[src/shared/arpf_cfg.svh]
// Constants of the asynchronous receive packet formatter
`ifndef ARPF_CFG_SVH
`define ARPF_CFG_SVH
`define ARPF_ACK_COMPLETE   4'h1
`define ARPF_ACK_PENDING    4'h2
`define ARPF_ACK_BUSY_X     4'h4
`define ARPF_ACK_BUSY_A     4'h5
`define ARPF_ACK_BUSY_B     4'h6
`define ARPF_ACK_DATA_ERR   4'hd
`define ARPF_ACK_TYPE_ERR   4'he
`define ARPF_TC_WR_QUAD     4'h0
`define ARPF_TC_WR_BLK      4'h1
`define ARPF_TC_WR_RESP     4'h2
`define ARPF_TC_RD_BLK      4'h5
`define ARPF_TC_RD_QRESP    4'h6
`define ARPF_TC_RD_BRESP    4'h7
`define ARPF_TC_RD_QUAD     4'h4
`define ARPF_TC_LOCK_REQ    4'h9
`define ARPF_TC_STREAM      4'ha
`define ARPF_TC_LOCK_RESP   4'hb
`define ARPF_SYNTH_HDR      32'h0000_00e0
`define ARPF_TCODE_LSB      4
`define ARPF_LEN_LSB        16
`define ARPF_STAT_SPD_LSB   4
`define ARPF_ASYNC_HDR_Q    14'h0004
`define ARPF_STREAM_HDR_Q   14'h0001
`define ARPF_LEN_IDX_ASYNC  14'h0003
`define ARPF_FIFO_DEPTH     8
`define ARPF_RDY_LEVEL      4'h5
`endif

[src/shared/arpf_pkg.sv]
// Types of the asynchronous receive packet formatter
`default_nettype none
package arpf_pkg;
    typedef struct packed {
        logic [31:0] data;
        logic        sop;
        logic        eop;
        logic        isPhy;
        logic        badAlign;
        logic        overrun;
        logic        crcErr;
        logic        typeErr;
        logic [1:0]  busy;
        logic        extValid;
        logic [3:0]  extAck;
        logic [1:0]  speed;
    } arpf_lnk_t;
    typedef struct packed {
        logic        toResp;
        logic        last;
        logic [31:0] data;
    } arpf_word_t;
    typedef enum logic [2:0] {
        ST_IDLE = 3'b000,
        ST_BODY = 3'b001,
        ST_PHYW = 3'b010,
        ST_SID  = 3'b011,
        ST_HOLD = 3'b100,
        ST_STAT = 3'b101
    } arpf_state_t;
endpackage
`default_nettype wire

[src/design/arpf_formatter.sv]
// Receive packet formatter with its output FIFO
// Summary of operation
// - Accepted packet, or completed request, gets acknowledge code 0001.
// - Accepted request awaiting response gets 0010; never for responses.
// - Busy refusals report 0100 plain, 0101 phase A, 0110 phase B.
// - Block data CRC failure or payload length mismatch reports 1101.
// - Data error never reported for packets without block payload.
// - Unsupported or invalid request header or transaction reports 1110.
// - Reserved codes never generated; a received one passes through unchanged except in stream records.
// - No-data record: header, source ID with offset or rcode, then status.
// - Quadlet write request and read response data is fourth quadlet.
// - Block read request fourth quadlet holds length, reserved low half.
// - Block fourth quadlet holds length and extended code, zero unless lock.
// - Block payload follows the length quadlet; status quadlet ends record.
// - Stream record: length/tag/channel quadlet, payload, speed and status.
// - Asynchronous stream records always go to the response FIFO.
// - Self-ID and PHY records start with synthesized header, tcode 0xE.
// - Self-ID quadlets from reset end are concatenated until a cycle with selfIdWin low and no quadlet taken.
// - Self-ID inverted check quadlets kept unverified; host checks them.
// - Self-ID status: data error on misalignment or overrun, else complete.
// - PHY record holds exactly one quadlet after the header.
// - PHY check quadlet is verified here and not stored.
// - First payload byte sits in the top byte of first quadlet.
// - Partial final payload quadlet is padded with zero bytes.
// - Stream status is 0001 when good, 1101 on CRC or size error.
`default_nettype none
`include "arpf_cfg.svh"

// ----------------------------------------
// Output FIFO
// ----------------------------------------
module arpf_fifo
    import arpf_pkg::*;
#(
    parameter int W = 34,
    parameter int D = 8
) (
    input  wire logic                     clk,
    input  wire logic                     rst,
    input  wire logic                     inValid,
    input  wire logic [W-1:0]             inData,
    output logic                          inReady,
    output logic                          outValid,
    output logic [W-1:0]                  outData,
    input  wire logic                     outReady,
    output logic [$clog2(D+1)-1:0]        level
);
    localparam int AW = $clog2(D);
    localparam int CW = $clog2(D + 1);

    logic [W-1:0]  mem [D];
    logic [AW-1:0] wrPtr;
    logic [AW-1:0] rdPtr;
    logic [CW-1:0] count;
    logic          doWr;
    logic          doRd;

    assign inReady  = count != CW'(D);
    assign outValid = count != '0;
    assign outData  = mem[rdPtr];
    assign level    = count;
    assign doWr     = inValid && inReady;
    assign doRd     = outValid && outReady;

    function automatic logic [AW-1:0] bump(input logic [AW-1:0] p);
        return (p == AW'(D - 1)) ? '0 : p + 1'b1;
    endfunction

    always_ff @(posedge clk) begin
        if (doWr) begin
            mem[wrPtr] <= inData;
        end
    end

    always_ff @(posedge clk) begin
        if (rst) begin
            wrPtr <= '0;
            rdPtr <= '0;
            count <= '0;
        end else begin
            if (doWr) begin
                wrPtr <= bump(wrPtr);
            end
            if (doRd) begin
                rdPtr <= bump(rdPtr);
            end
            count <= count + CW'(doWr) - CW'(doRd);
        end
    end
endmodule

// ----------------------------------------
// Formatter
// ----------------------------------------
module arpf_formatter
    import arpf_pkg::*;
(
    input  wire logic       clk,
    input  wire logic       rst,
    input  wire logic       lnkValid,
    input  wire arpf_lnk_t  lnkIn,
    input  wire logic       selfIdWin,
    output logic            rxReady,
    output logic            rxfValid,
    output arpf_word_t      rxfWord,
    input  wire logic       rxfReady
);

    // ----------------------------------------
    // Transaction code decode
    // ----------------------------------------
    function automatic logic isResp(input logic [3:0] t);
        return t == `ARPF_TC_WR_RESP || t == `ARPF_TC_RD_QRESP
            || t == `ARPF_TC_RD_BRESP || t == `ARPF_TC_LOCK_RESP;
    endfunction

    function automatic logic hasBlock(input logic [3:0] t);
        return t == `ARPF_TC_WR_BLK || t == `ARPF_TC_RD_BRESP
            || t == `ARPF_TC_LOCK_REQ || t == `ARPF_TC_LOCK_RESP
            || t == `ARPF_TC_STREAM;
    endfunction

    function automatic logic needsPend(input logic [3:0] t);
        return t == `ARPF_TC_RD_QUAD || t == `ARPF_TC_RD_BLK
            || t == `ARPF_TC_LOCK_REQ;
    endfunction

    function automatic logic [13:0] quadsOf(input logic [15:0] len);
        return 14'((len + 16'h0003) >> 2);
    endfunction

    function automatic logic [31:0] padMask(input logic [1:0] lo);
        unique case (lo)
            2'h1:    return 32'hff00_0000;
            2'h2:    return 32'hffff_0000;
            2'h3:    return 32'hffff_ff00;
            default: return 32'hffff_ffff;
        endcase
    endfunction

    // Priority: passed-through code, type, data, busy, then success
    function automatic logic [3:0] ackOf(input arpf_lnk_t q,
                                         input logic [3:0] t,
                                         input logic lenBad);
        if (q.extValid)
            return q.extAck;
        if (q.typeErr && !isResp(t))
            return `ARPF_ACK_TYPE_ERR;
        if (hasBlock(t) && (q.crcErr || lenBad))
            return `ARPF_ACK_DATA_ERR;
        if (q.busy == 2'h1)
            return `ARPF_ACK_BUSY_X;
        if (q.busy == 2'h2)
            return `ARPF_ACK_BUSY_A;
        if (q.busy == 2'h3)
            return `ARPF_ACK_BUSY_B;
        if (!isResp(t) && needsPend(t))
            return `ARPF_ACK_PENDING;
        return `ARPF_ACK_COMPLETE;
    endfunction

    // ----------------------------------------
    // State
    // ----------------------------------------
    arpf_state_t st;
    arpf_state_t next_st;
    arpf_state_t holdRet;
    arpf_state_t next_holdRet;
    logic [3:0]  tcode;
    logic [13:0] idx;
    logic [15:0] lenReg;
    logic [31:0] hold;
    logic [31:0] next_hold;
    logic        holdLast;
    logic        next_holdLast;
    logic        sidErr;
    logic [31:0] statWord;
    logic        statResp;
    logic        statBlk;
    logic        statExt;
    logic        statStream;
    logic        next_rxReady;

    // ----------------------------------------
    // Current quadlet decode
    // ----------------------------------------
    logic        accept;
    logic        inPkt;
    logic [3:0]  curT;
    logic [13:0] curIdx;
    logic        isStream;
    logic [13:0] hdrQ;
    logic [13:0] lenIdx;
    logic [15:0] curLen;
    logic        isPay;
    logic [13:0] payIdx;
    logic        lastPay;
    logic [31:0] shaped;
    logic [13:0] rcvQ;
    logic        lenBad;
    logic        dataBad;
    logic [3:0]  streamStat;
    logic [3:0]  pktAck;
    logic [31:0] pktStat;
    logic        toRespPkt;
    logic        phyOk;
    logic        sidBadNow;
    logic [7:0]  fifoLevel;
    logic [3:0]  fifoLevel4;
    logic        fifoInReady;

    assign accept   = lnkValid && rxReady;
    assign inPkt    = (st == ST_IDLE && !selfIdWin && !lnkIn.isPhy) || st == ST_BODY;
    assign curT     = (st == ST_IDLE) ? lnkIn.data[`ARPF_TCODE_LSB +: 4] : tcode;
    assign curIdx   = (st == ST_IDLE) ? 14'h0000 : idx;
    assign isStream = curT == `ARPF_TC_STREAM;
    assign hdrQ     = isStream ? `ARPF_STREAM_HDR_Q : `ARPF_ASYNC_HDR_Q;
    assign lenIdx   = isStream ? 14'h0000 : `ARPF_LEN_IDX_ASYNC;
    assign curLen   = (curIdx == lenIdx) ? lnkIn.data[`ARPF_LEN_LSB +: 16] : lenReg;
    assign isPay    = hasBlock(curT) && curIdx >= hdrQ;
    assign payIdx   = curIdx - hdrQ;
    assign lastPay  = isPay && payIdx == quadsOf(lenReg) - 14'h0001;

    // Length quadlet keeps the length; low half reserved or extended code
    always_comb begin
        shaped = lnkIn.data;
        if (curIdx == `ARPF_LEN_IDX_ASYNC && !isStream) begin
            if (curT == `ARPF_TC_RD_BLK) begin
                shaped[15:0] = 16'h0000;
            end else if (curT == `ARPF_TC_WR_BLK || curT == `ARPF_TC_RD_BRESP) begin
                shaped[15:0] = 16'h0000;
            end
        end
        if (lastPay) begin
            shaped = lnkIn.data & padMask(lenReg[1:0]);
        end
    end

    // Quadlets actually seen against the count that the length promises
    assign rcvQ    = (curIdx + 14'h0001 >= hdrQ) ? curIdx + 14'h0001 - hdrQ : 14'h0000;
    assign lenBad  = hasBlock(curT) && rcvQ != quadsOf(curLen);
    assign dataBad = lnkIn.crcErr || lenBad;
    assign streamStat = dataBad ? `ARPF_ACK_DATA_ERR : `ARPF_ACK_COMPLETE;
    assign pktAck  = ackOf(lnkIn, curT, lenBad);
    assign pktStat = {26'h0, lnkIn.speed, isStream ? streamStat : pktAck};
    assign toRespPkt = isResp(curT) || isStream;
    assign phyOk     = lnkIn.data == ~hold;
    assign sidBadNow = lnkIn.badAlign || lnkIn.overrun;
    assign fifoLevel4 = fifoLevel[3:0];

    // ----------------------------------------
    // Next state and FIFO write
    // ----------------------------------------
    logic       wrValid;
    arpf_word_t wrWord;

    always_comb begin
        next_st       = st;
        next_holdRet  = holdRet;
        next_hold     = hold;
        next_holdLast = holdLast;
        wrValid       = 1'b0;
        wrWord        = '{toResp: 1'b0, last: 1'b0, data: 32'h0};
        unique case (st)
            ST_IDLE, ST_BODY: begin
                if (accept && st == ST_IDLE && selfIdWin) begin
                    wrValid       = 1'b1;
                    wrWord.data   = `ARPF_SYNTH_HDR;
                    next_hold     = lnkIn.data;
                    next_holdLast = 1'b0;
                    next_holdRet  = ST_SID;
                    next_st       = ST_HOLD;
                end else if (accept && st == ST_IDLE && lnkIn.isPhy) begin
                    next_hold = lnkIn.data;
                    next_st   = ST_PHYW;
                end else if (accept) begin
                    wrValid       = 1'b1;
                    wrWord.toResp = toRespPkt;
                    wrWord.data   = shaped;
                    next_st       = lnkIn.eop ? ST_STAT : ST_BODY;
                end
            end
            ST_PHYW: begin
                if (accept) begin
                    next_st = ST_IDLE;
                    if (phyOk) begin
                        wrValid       = 1'b1;
                        wrWord.data   = `ARPF_SYNTH_HDR;
                        next_holdLast = 1'b1;
                        next_holdRet  = ST_IDLE;
                        next_st       = ST_HOLD;
                    end
                end
            end
            ST_SID: begin
                if (accept) begin
                    wrValid     = 1'b1;
                    wrWord.data = lnkIn.data;
                end else if (!selfIdWin) begin
                    next_st = ST_STAT;
                end
            end
            ST_HOLD: begin
                wrValid     = 1'b1;
                wrWord.last = holdLast;
                wrWord.data = hold;
                next_st     = holdRet;
            end
            ST_STAT: begin
                wrValid       = 1'b1;
                wrWord.last   = 1'b1;
                wrWord.toResp = statResp;
                wrWord.data   = statWord;
                next_st       = ST_IDLE;
            end
            default: begin
                next_st = ST_IDLE;
            end
        endcase
    end

    // Ready only in taking states; three free words cover lag and trailer
    assign next_rxReady = (next_st == ST_IDLE || next_st == ST_BODY
        || next_st == ST_PHYW || next_st == ST_SID) && fifoLevel4 <= `ARPF_RDY_LEVEL;

    // ----------------------------------------
    // Registers
    // ----------------------------------------
    always_ff @(posedge clk) begin
        if (rst) begin
            st       <= ST_IDLE;
            holdRet  <= ST_IDLE;
            hold     <= 32'h0;
            holdLast <= 1'b0;
            rxReady  <= 1'b0;
        end else begin
            st       <= next_st;
            holdRet  <= next_holdRet;
            hold     <= next_hold;
            holdLast <= next_holdLast;
            rxReady  <= next_rxReady;
        end
    end

    always_ff @(posedge clk) begin
        if (rst) begin
            tcode  <= 4'h0;
            idx    <= 14'h0;
            lenReg <= 16'h0;
        end else if (accept && inPkt) begin
            tcode  <= curT;
            idx    <= curIdx + 14'h0001;
            lenReg <= curLen;
        end
    end

    // Record status, taken with the closing quadlet, or for self-ID when the window closes
    always_ff @(posedge clk) begin
        if (rst) begin
            statWord   <= 32'h0;
            statResp   <= 1'b0;
            statBlk    <= 1'b0;
            statExt    <= 1'b0;
            statStream <= 1'b0;
        end else if (accept && inPkt && lnkIn.eop) begin
            statWord   <= pktStat;
            statResp   <= toRespPkt;
            statBlk    <= hasBlock(curT);
            statExt    <= lnkIn.extValid;
            statStream <= isStream;
        end else if (st == ST_SID && !accept && !selfIdWin) begin
            statWord   <= {28'h0, sidErr ? `ARPF_ACK_DATA_ERR : `ARPF_ACK_COMPLETE};
            statResp   <= 1'b0;
            statBlk    <= 1'b1;
            statExt    <= 1'b0;
            statStream <= 1'b0;
        end
    end

    // Sticky misalignment or overrun across the self-ID string
    always_ff @(posedge clk) begin
        if (rst) begin
            sidErr <= 1'b0;
        end else if (accept && st == ST_IDLE && selfIdWin) begin
            sidErr <= sidBadNow;
        end else if (accept && st == ST_SID) begin
            sidErr <= sidErr || sidBadNow;
        end
    end

    // ----------------------------------------
    // Output FIFO
    // ----------------------------------------
    logic [$bits(arpf_word_t)-1:0] fifoOut;

    arpf_fifo #(
        .W($bits(arpf_word_t)),
        .D(`ARPF_FIFO_DEPTH)
    ) u_fifo (
        .clk     (clk),
        .rst     (rst),
        .inValid (wrValid),
        .inData  (wrWord),
        .inReady (fifoInReady),
        .outValid(rxfValid),
        .outData (fifoOut),
        .outReady(rxfReady),
        .level   (fifoLevel[3:0])
    );

    assign fifoLevel[7:4] = 4'h0;
    assign rxfWord = arpf_word_t'(fifoOut);

    // ----------------------------------------
    // Checks
    // ----------------------------------------
    chk_pend_resp: assert property (
        @(posedge clk) disable iff (rst)
        st == ST_STAT && statResp && !statStream && !statExt
        |-> wrWord.data[3:0] != `ARPF_ACK_PENDING)
        else $error("pending code on a response");

    chk_no_data_err: assert property (
        @(posedge clk) disable iff (rst)
        st == ST_STAT && !statBlk && !statExt
        |-> wrWord.data[3:0] != `ARPF_ACK_DATA_ERR)
        else $error("data error on a packet without payload");

    chk_sid_header: assert property (
        @(posedge clk) disable iff (rst)
        accept && st == ST_IDLE && selfIdWin
        |-> wrValid && wrWord.data == `ARPF_SYNTH_HDR
            ##1 st == ST_HOLD && wrValid ##1 st == ST_SID)
        else $error("self-ID header not synthesized");

    chk_phy_one_quad: assert property (
        @(posedge clk) disable iff (rst)
        st == ST_PHYW && accept && phyOk
        |-> wrValid ##1 (wrValid && wrWord.last) ##1 (st == ST_IDLE && !wrWord.last))
        else $error("PHY record is not header plus one quadlet");

    chk_phy_bad_drop: assert property (
        @(posedge clk) disable iff (rst)
        st == ST_PHYW && accept && !phyOk |-> !wrValid ##1 st == ST_IDLE)
        else $error("PHY packet with bad check was stored");

    chk_stream_fifo: assert property (
        @(posedge clk) disable iff (rst)
        wrValid && (st == ST_BODY || st == ST_IDLE) && inPkt && isStream
        |-> wrWord.toResp)
        else $error("stream routed to request FIFO");

    chk_eop_status: assert property (
        @(posedge clk) disable iff (rst)
        accept && inPkt && lnkIn.eop
        |=> st == ST_STAT && wrValid && wrWord.last && !rxReady)
        else $error("status quadlet missing after packet end");

    chk_ext_pass: assert property (
        @(posedge clk) disable iff (rst)
        accept && inPkt && lnkIn.eop && lnkIn.extValid && !isStream
        |=> wrWord.data[3:0] == $past(lnkIn.extAck))
        else $error("received acknowledge code altered");

    chk_pad_zero: assert property (
        @(posedge clk) disable iff (rst)
        accept && inPkt && lastPay
        |-> (wrWord.data & ~padMask(lenReg[1:0])) == 32'h0)
        else $error("pad bytes not zero");

    chk_fifo_room: assert property (
        @(posedge clk) disable iff (rst)
        wrValid |-> fifoInReady)
        else $error("write into a full FIFO");

endmodule
`default_nettype wire

[config.mk]
export PLATFORM = sky130hd
export DESIGN_NAME = arpf_formatter
export DESIGN_NICKNAME = d
export VERILOG_FILES = /design/src/shared/arpf_pkg.sv /design/src/design/arpf_formatter.sv
export VERILOG_INCLUDE_DIRS = /design/src /design/src/shared
export SDC_FILE = /design/constraint.sdc
export NUM_CORES = 1
export LEC_CHECK = 0
export BUFFER_PORTS_ARGS = -buffer_cell sky130_fd_sc_hd__buf_4
export CORE_MARGIN = 5
export CORE_UTILIZATION = 55
export CTS_BUF_LIST = sky130_fd_sc_hd__clkbuf_4 sky130_fd_sc_hd__clkbuf_8 sky130_fd_sc_hd__clkbuf_16
export CTS_CLUSTER_DIAMETER = 30
export CTS_CLUSTER_SIZE = 30
export DETAILED_ROUTE_END_ITERATION = 6
export GPL_ROUTABILITY_DRIVEN = 0
export PLACE_DENSITY = 0.82
export SLEW_MARGIN = 10
export SYNTH_ARGS = -nofsm -noshare
export SYNTH_HDL_FRONTEND = slang
export SYNTH_SLANG_ARGS = --single-unit
[constraint.sdc]
create_clock -name clk -period 16.2 [get_ports clk]
set_input_delay 2.43 -clock clk [delete_from_list [all_inputs] [get_ports clk]]
set_output_delay 2.43 -clock clk [all_outputs]
set_load 0.1 [all_outputs]
---- After elaboration in Yosys (flattened, before gate mapping) ----
Memory sizes are Yosys's and may differ from the RTL's. A register that Yosys moved wholly into a read port is not among the register bits.
Index checks and enable logic that the tools add are counted.
storage, ports and cells
  register bits ........................... 92
  RAM bits ................................ 272
  bits of input ports ..................... 53
  output and inout port bits .............. 36
  memories kept ........................... 1
operators by class
  $add $sub $neg .......................... 10
  magnitude comparators ................... 3
  equality and inequality tests ........... 34
  multiplexer cells ....................... 109
  bitwise gates (word level) .............. 2
  reduce and logical (&&, ||, !) cells .... 54
memory list
  memory      depth  bits a word  rd ports  clocked after memory_dff  wr ports  RTL line              text
  u_fifo.mem  8      34           1         1                         1         arpf_formatter.sv:51  logic [W-1:0] mem [D];
operators by type and width
  operator                                                                 number
  32-bit 2-to-1 mux                                                        8
  32-bit case mux with 5 select lines                                      1
  4-bit 2-to-1 mux                                                         21
  24-bit case mux with 3 select lines                                      1
  16-bit 2-to-1 mux                                                        4
  3-bit 2-to-1 mux                                                         16
  1-bit 2-to-1 mux                                                         45
  16-bit by 2-bit adder with 16-bit output (second input constant)         2
  32-bit AND                                                               1
  32-bit equality test                                                     1
  32-bit inverter                                                          1
  14-bit by 3-bit >= comparator with 1-bit output                          2
  14-bit 2-to-1 mux                                                        2
  14-bit by 3-bit subtractor with 14-bit output                            2
  1-bit logical AND                                                        21
  1-bit logical OR                                                         17
  4-bit by 3-bit equality test with 1-bit output (second input constant)   4
  8-bit 2-to-1 mux                                                         2
  14-bit by 1-bit adder with 14-bit output (second input constant)         1
  14-bit equality test                                                     1
  14-bit by 2-bit equality test with 1-bit output                          1
  14-bit by 2-bit equality test with 1-bit output (second input constant)  1
  14-bit != test                                                           1
  14-bit by 1-bit subtractor with 14-bit output (second input constant)    1
  other kinds (27)                                                         55

---- Logic depth before layout (Yosys ltp) ----
  word-level depth ........................ 41
  mapped depth ............................ 25
  depth with buffers taken out ............ 18

---- Hierarchy ----
From an unflattened synthesis, not the netlist that was laid out.
unflattened totals
  cells, all modules ...................... 1542
  area total of the unflattened synthesis .. 18544.0 µm²
modules (own cells, without submodules)
  module          instances  cells each  area each (µm²)  seq. area each (µm²)
  arpf_fifo       1          470         11048.1          8428.1
  arpf_formatter  1          1072        7495.9           1601.5

---- Worst setup path after synthesis ----
OpenSTA, ideal clock, no wires.
  kind .................................... input-to-reg
  start ................................... in lnkIn[44] (netlist bit)
  end ..................................... mem u_fifo.mem[2][0], enable pin
  arrival ................................. 6.715 ns
  slack ................................... 9.010 ns
  stages .................................. 8
  cell sequence ........................... clkbuf_1 xnor2_1 nor4_1 nand4_1 nor3_1 o21ai_0 or2_2 nor3b_1
on the way
  longest elaborated chain between the ends .. 7
ends and longest elaborated chain
  what                                    RTL line               text
  start: declaration                      arpf_formatter.sv:101  input wire arpf_lnk_t lnkIn,
  32-bit equality test                    arpf_formatter.sv:247  assign phyOk = lnkIn.data == ~hold;
  1-bit 2-to-1 mux                        arpf_formatter.sv:286  if (phyOk) begin
  1-bit 2-to-1 mux                        arpf_formatter.sv:284  if (accept) begin
  1-bit case mux with 4 select lines      arpf_formatter.sv:264  unique case (st)
  1-bit logical AND                       arpf_formatter.sv:62   assign doWr = inValid && inReady;
  1-bit 2-to-1 mux                        arpf_formatter.sv:70   if (doWr) begin
  1-bit 2-to-1 mux (implied by the code)  arpf_formatter.sv:71   mem[wrPtr] <= inData;
  end: declaration                        arpf_formatter.sv:51
Every way passes these cells.

---- Worst setup path after layout ----
  start ................................... in lnkIn[22] (netlist bit)
  end ..................................... mem u_fifo.mem[3][2], data pin
on the way
  longest elaborated chain between the ends .. 13
ends and longest elaborated chain
  what                                                                                   RTL line               text
  4-bit 2-to-1 mux (*)                                                                   arpf_formatter.sv:214  assign curT = (st == ST_IDLE) ? lnkIn.data[`ARPF_TCODE_LSB +: 4] : tcode;
  branches (longest 7 deep; another with 14-bit by 3-bit subtractor with 14-bit output)  -
  32-bit 2-to-1 mux (*)                                                                  arpf_formatter.sv:234  if (lastPay) begin
  32-bit 2-to-1 mux (*)                                                                  arpf_formatter.sv:276  end else if (accept) begin
  32-bit 2-to-1 mux (*)                                                                  arpf_formatter.sv:273  end else if (accept && st == ST_IDLE && lnkIn.isPhy) begin
  32-bit 2-to-1 mux (*)                                                                  arpf_formatter.sv:266  if (accept && st == ST_IDLE && selfIdWin) begin
  32-bit case mux with 5 select lines (*)                                                arpf_formatter.sv:264
  via u_fifo.inData[2]                                                                   arpf_formatter.sv:41   input wire logic [W-1:0] inData,
Mark *: on every way through the listed nets, which the timed path passes.

==> metrics <==
WL final=about 51 mm; Cell Chain, Critical Path=buf_4 > and3b_1 > nand2_1 > nand2_1 > nand2_1 > inv_1 > ha_1 > a2111o_1 > a211oi_2 > a31oi_1 > xnor2_1 > xnor2_1 > a2111oi_0 > o2111ai_1 > nor4_2 > mux2_2 > a21oi_1 > o22ai_1; R2R Setup Slk=roughly 9600 ps; H-tree levels=3; PwrDens=roughly 150 nW/um2; DP HPWL=just under 30 mm; die area=37,280 um2; synthesized cell area=between 15,000 and 20,000 um2; CTS Hold Bufs=0; Non-Filler Instances=~2,100; worst slew pin tran=about 1100 ps; die height=193.1 um; worst vdd ir=roughly 0.14 mV; setup_tns=0 ps; Buffers on Ports=87; CTS root buf=clkbuf_16; Initial Utilization=55.39%; Crit path top cell by count=nand2_1; vias per cell=roughly 6.5; Antenna Nets Post-Route=0; DRC=0; crit start category=primary input; Rel. slew slack=29.07%; Worst Path Required=~16,000 ps; critical path's slowest cell=a2111o_1; area of the core=33,280 um2; EDFF count, synth=about 270; ys async rst share=0%; fmax=0.1367 GHz; Hold Slack=between 400 and 500 ps; Synth Flop Type=edfxtp_1; Die W=~190 um; clk sink count=365; pin count of the biggest net entering global routing=92; Mean Syn Cell Area=11.89 um2; final core utilization=between 60% and 70%; pins over their slew limit=0; Worst-Skew Late Latency=around 590 ps; drt pass-1 iters=6; CTS tree=built; Max FO, Critical Path=8; Final min period=7318 ps; floorplan row count=67; Worst EP arrival=7530 ps; RSZ-0062 raised after global routing=false; first-pass GRT wire length=76.98 mm; outcome=finished, final reports clean; DRT iter0 DRCs=1,499; crit share post-route=approximately 45%; Max Cap Violations=0; Global Route Usage Sum=between 20% and 30%; vias in the first global route=about 13,000; Syn Nets=1,627; synth-to-layout area growth=17.44%; total CTS buffers=66; worst hold path class=flop to flop; layout cell share with drive strength beyond 1=approximately 22%; endpoint class of the critical path=flop; clock tree buffer depth=3; synthesis-stage register bit count=~370; Crit Path Class=primary input to flop; Yosys cell types=90; CTS clk-pin slew, worst paths=50 ps; IO Count=between 80 and 90; Cell Area, Placed=between 15,000 and 20,000 um2; Placed Cells=approximately 2,000; # setup viols final=0; post-cts resize count=0; global route overflow=0; Critical Path Max Stage Delay=roughly 500 ps; synthesized instance count=about 1,600; total setup buffers inserted after CTS=0; antenna violations before repair=0; Syn. warnings=0; layout net count=between 1,500 and 2,000; vias=13,630; final instance area=roughly 22,000 um2; clk_skew=about 44 ps; Final Hold Viols=0; Seq/Total Area, Yosys=between 50% and 60%; Pleak=between 7 and 8 nW; DR WL/cell=roughly 24 um
critical path: cells and delay by family:
family | cells | cell delay (ps)
fa+ha+maj | 1 | 360
compound gates | 7 | 2530
buf+inv | 2 | 390
mux | 1 | 450
simple gates | 5 | 1010
xor+xnor | 2 | 330
cell families (layout without fill, tap and decap cells):
group	count (synthesis)	in the layout	synth area share, %
fa+ha+maj	23	23	1.602
simple gates	473	473	12.75
xor+xnor	107	107	5.165
buf+inv	155	263	3.428
compound gates	303	303	11.01
flops	365	365	54.41
other cells	0	1	0
mux	125	125	11.64
synthesized netlist by cell type, drive strengths merged (12+ instances only):
library cell / instances / area (um2)
edfxtp: 272 / 8168
nand2: 192 / 720.7
a21oi: 122 / 614.3
dfxtp: 93 / 1862
clkbuf: 88 / 330.3
xnor2: 82 / 718.2
nor2: 70 / 265.3
mux4: 68 / 1531
inv: 39 / 146.4
mux2: 35 / 394.1
nor3: 33 / 170.2
o21ai: 33 / 168.9
nand3: 31 / 165.2
buf: 28 / 155.2
a22o: 24 / 210.2
xor2: 24 / 210.2
ha: 22 / 275.3
mux2i: 22 / 220.2
nor4: 21 / 158.9
nand4: 17 / 106.4
or3: 16 / 105.1
nor2b: 15 / 93.84
nand2b: 13 / 81.33
o211ai: 13 / 97.59
a31oi: 12 / 75.07
o22ai: 12 / 81.33
worst paths after layout:
kind,start,to,depth (start not counted)
max reg2reg,st[1],u_fifo.mem[3][2],17
min,lenReg[15],lenReg[15],2
max,lnkIn[22],u_fifo.mem[3][2],18
min reg2reg,lenReg[15],lenReg[15],2
per-stage QoR:
step	setup slack, ps	total power [mW]
after floorplan	9010	1.741
after global placement	8677	1.898
after detailed placement	8508	1.916
after CTS	9042	3.330
after global routing	8578	3.428
final	8882	3.315
cells in the final DEF (no fill, tap or decap), types with 11 or more instances in the layout:
cell	instances
o31ai_1	11
a21oi_1	121
mux2_2	35
a31oi_1	12
buf_4	104
mux4_2	68
ha_1	22
nor3_1	28
o22ai_1	11
nor2b_1	15
dfxtp_1	90
mux2i_1	22
nor2_1	67
xor2_1	24
o21ai_0	30
nor4_1	18
a22o_1	24
clkbuf_16	66
nand2_1	192
or3_1	15
edfxtp_1	272
xnor2_1	82
o211ai_1	13
nand3_1	29
nand4_1	17
inv_1	39
nand2b_1	13
routing by layer:
metal | part of all wire, % | vias up | global-route usage, %
li1 | - | 5973 | -
met1 | 36 | 6717 | 33.23
met2 | 51 | 764 | 46.90
met3 | 8.0 | 171 | 4.861
met4 | 4.7 | 0 | 13.02
met5 | 0 | - | 0
state kept, by name, summed over array words and instances (netlist names), named ones only:
name / cells
holdLast: 1
u_fifo.level: 4
u_fifo.rdPtr: 3
lenReg: 16
idx: 14
st: 3
statWord: 6
holdRet: 1
tcode: 4
hold: 32
u_fifo.wrPtr: 3
statResp: 1
sidErr: 1
rxReady: 1
u_fifo.mem: 272
final cells by class:
type | instances | area [um2]
Timing Repair Buffer | 104 | 780.7
Multi-Input combinational cell | 1031 | 7831
Sequential cell | 365 | 10040
Fill cell | 2265 | 11630
Antenna cell | 1 | 2.502
Tap cell | 448 | 560.5
Clock inverter | 45 | 565.5
Inverter | 39 | 146.4
Clock buffer | 75 | 1725
power breakdown:
| group | internal [mW] | total [mW] | switching, mW | leakage, nW |
|---|---|---|---|---|
| Combinational | 0.252 | 0.806 | 0.555 | 2.95 |
| Sequential | 1.07 | 1.11 | 0.0432 | 3.28 |
| Clock | 0.897 | 1.40 | 0.503 | 1.12 |
| Total | 2.21 | 3.32 | 1.10 | 7.34 |
No activity file was read; power rests on OpenSTA's default activity.
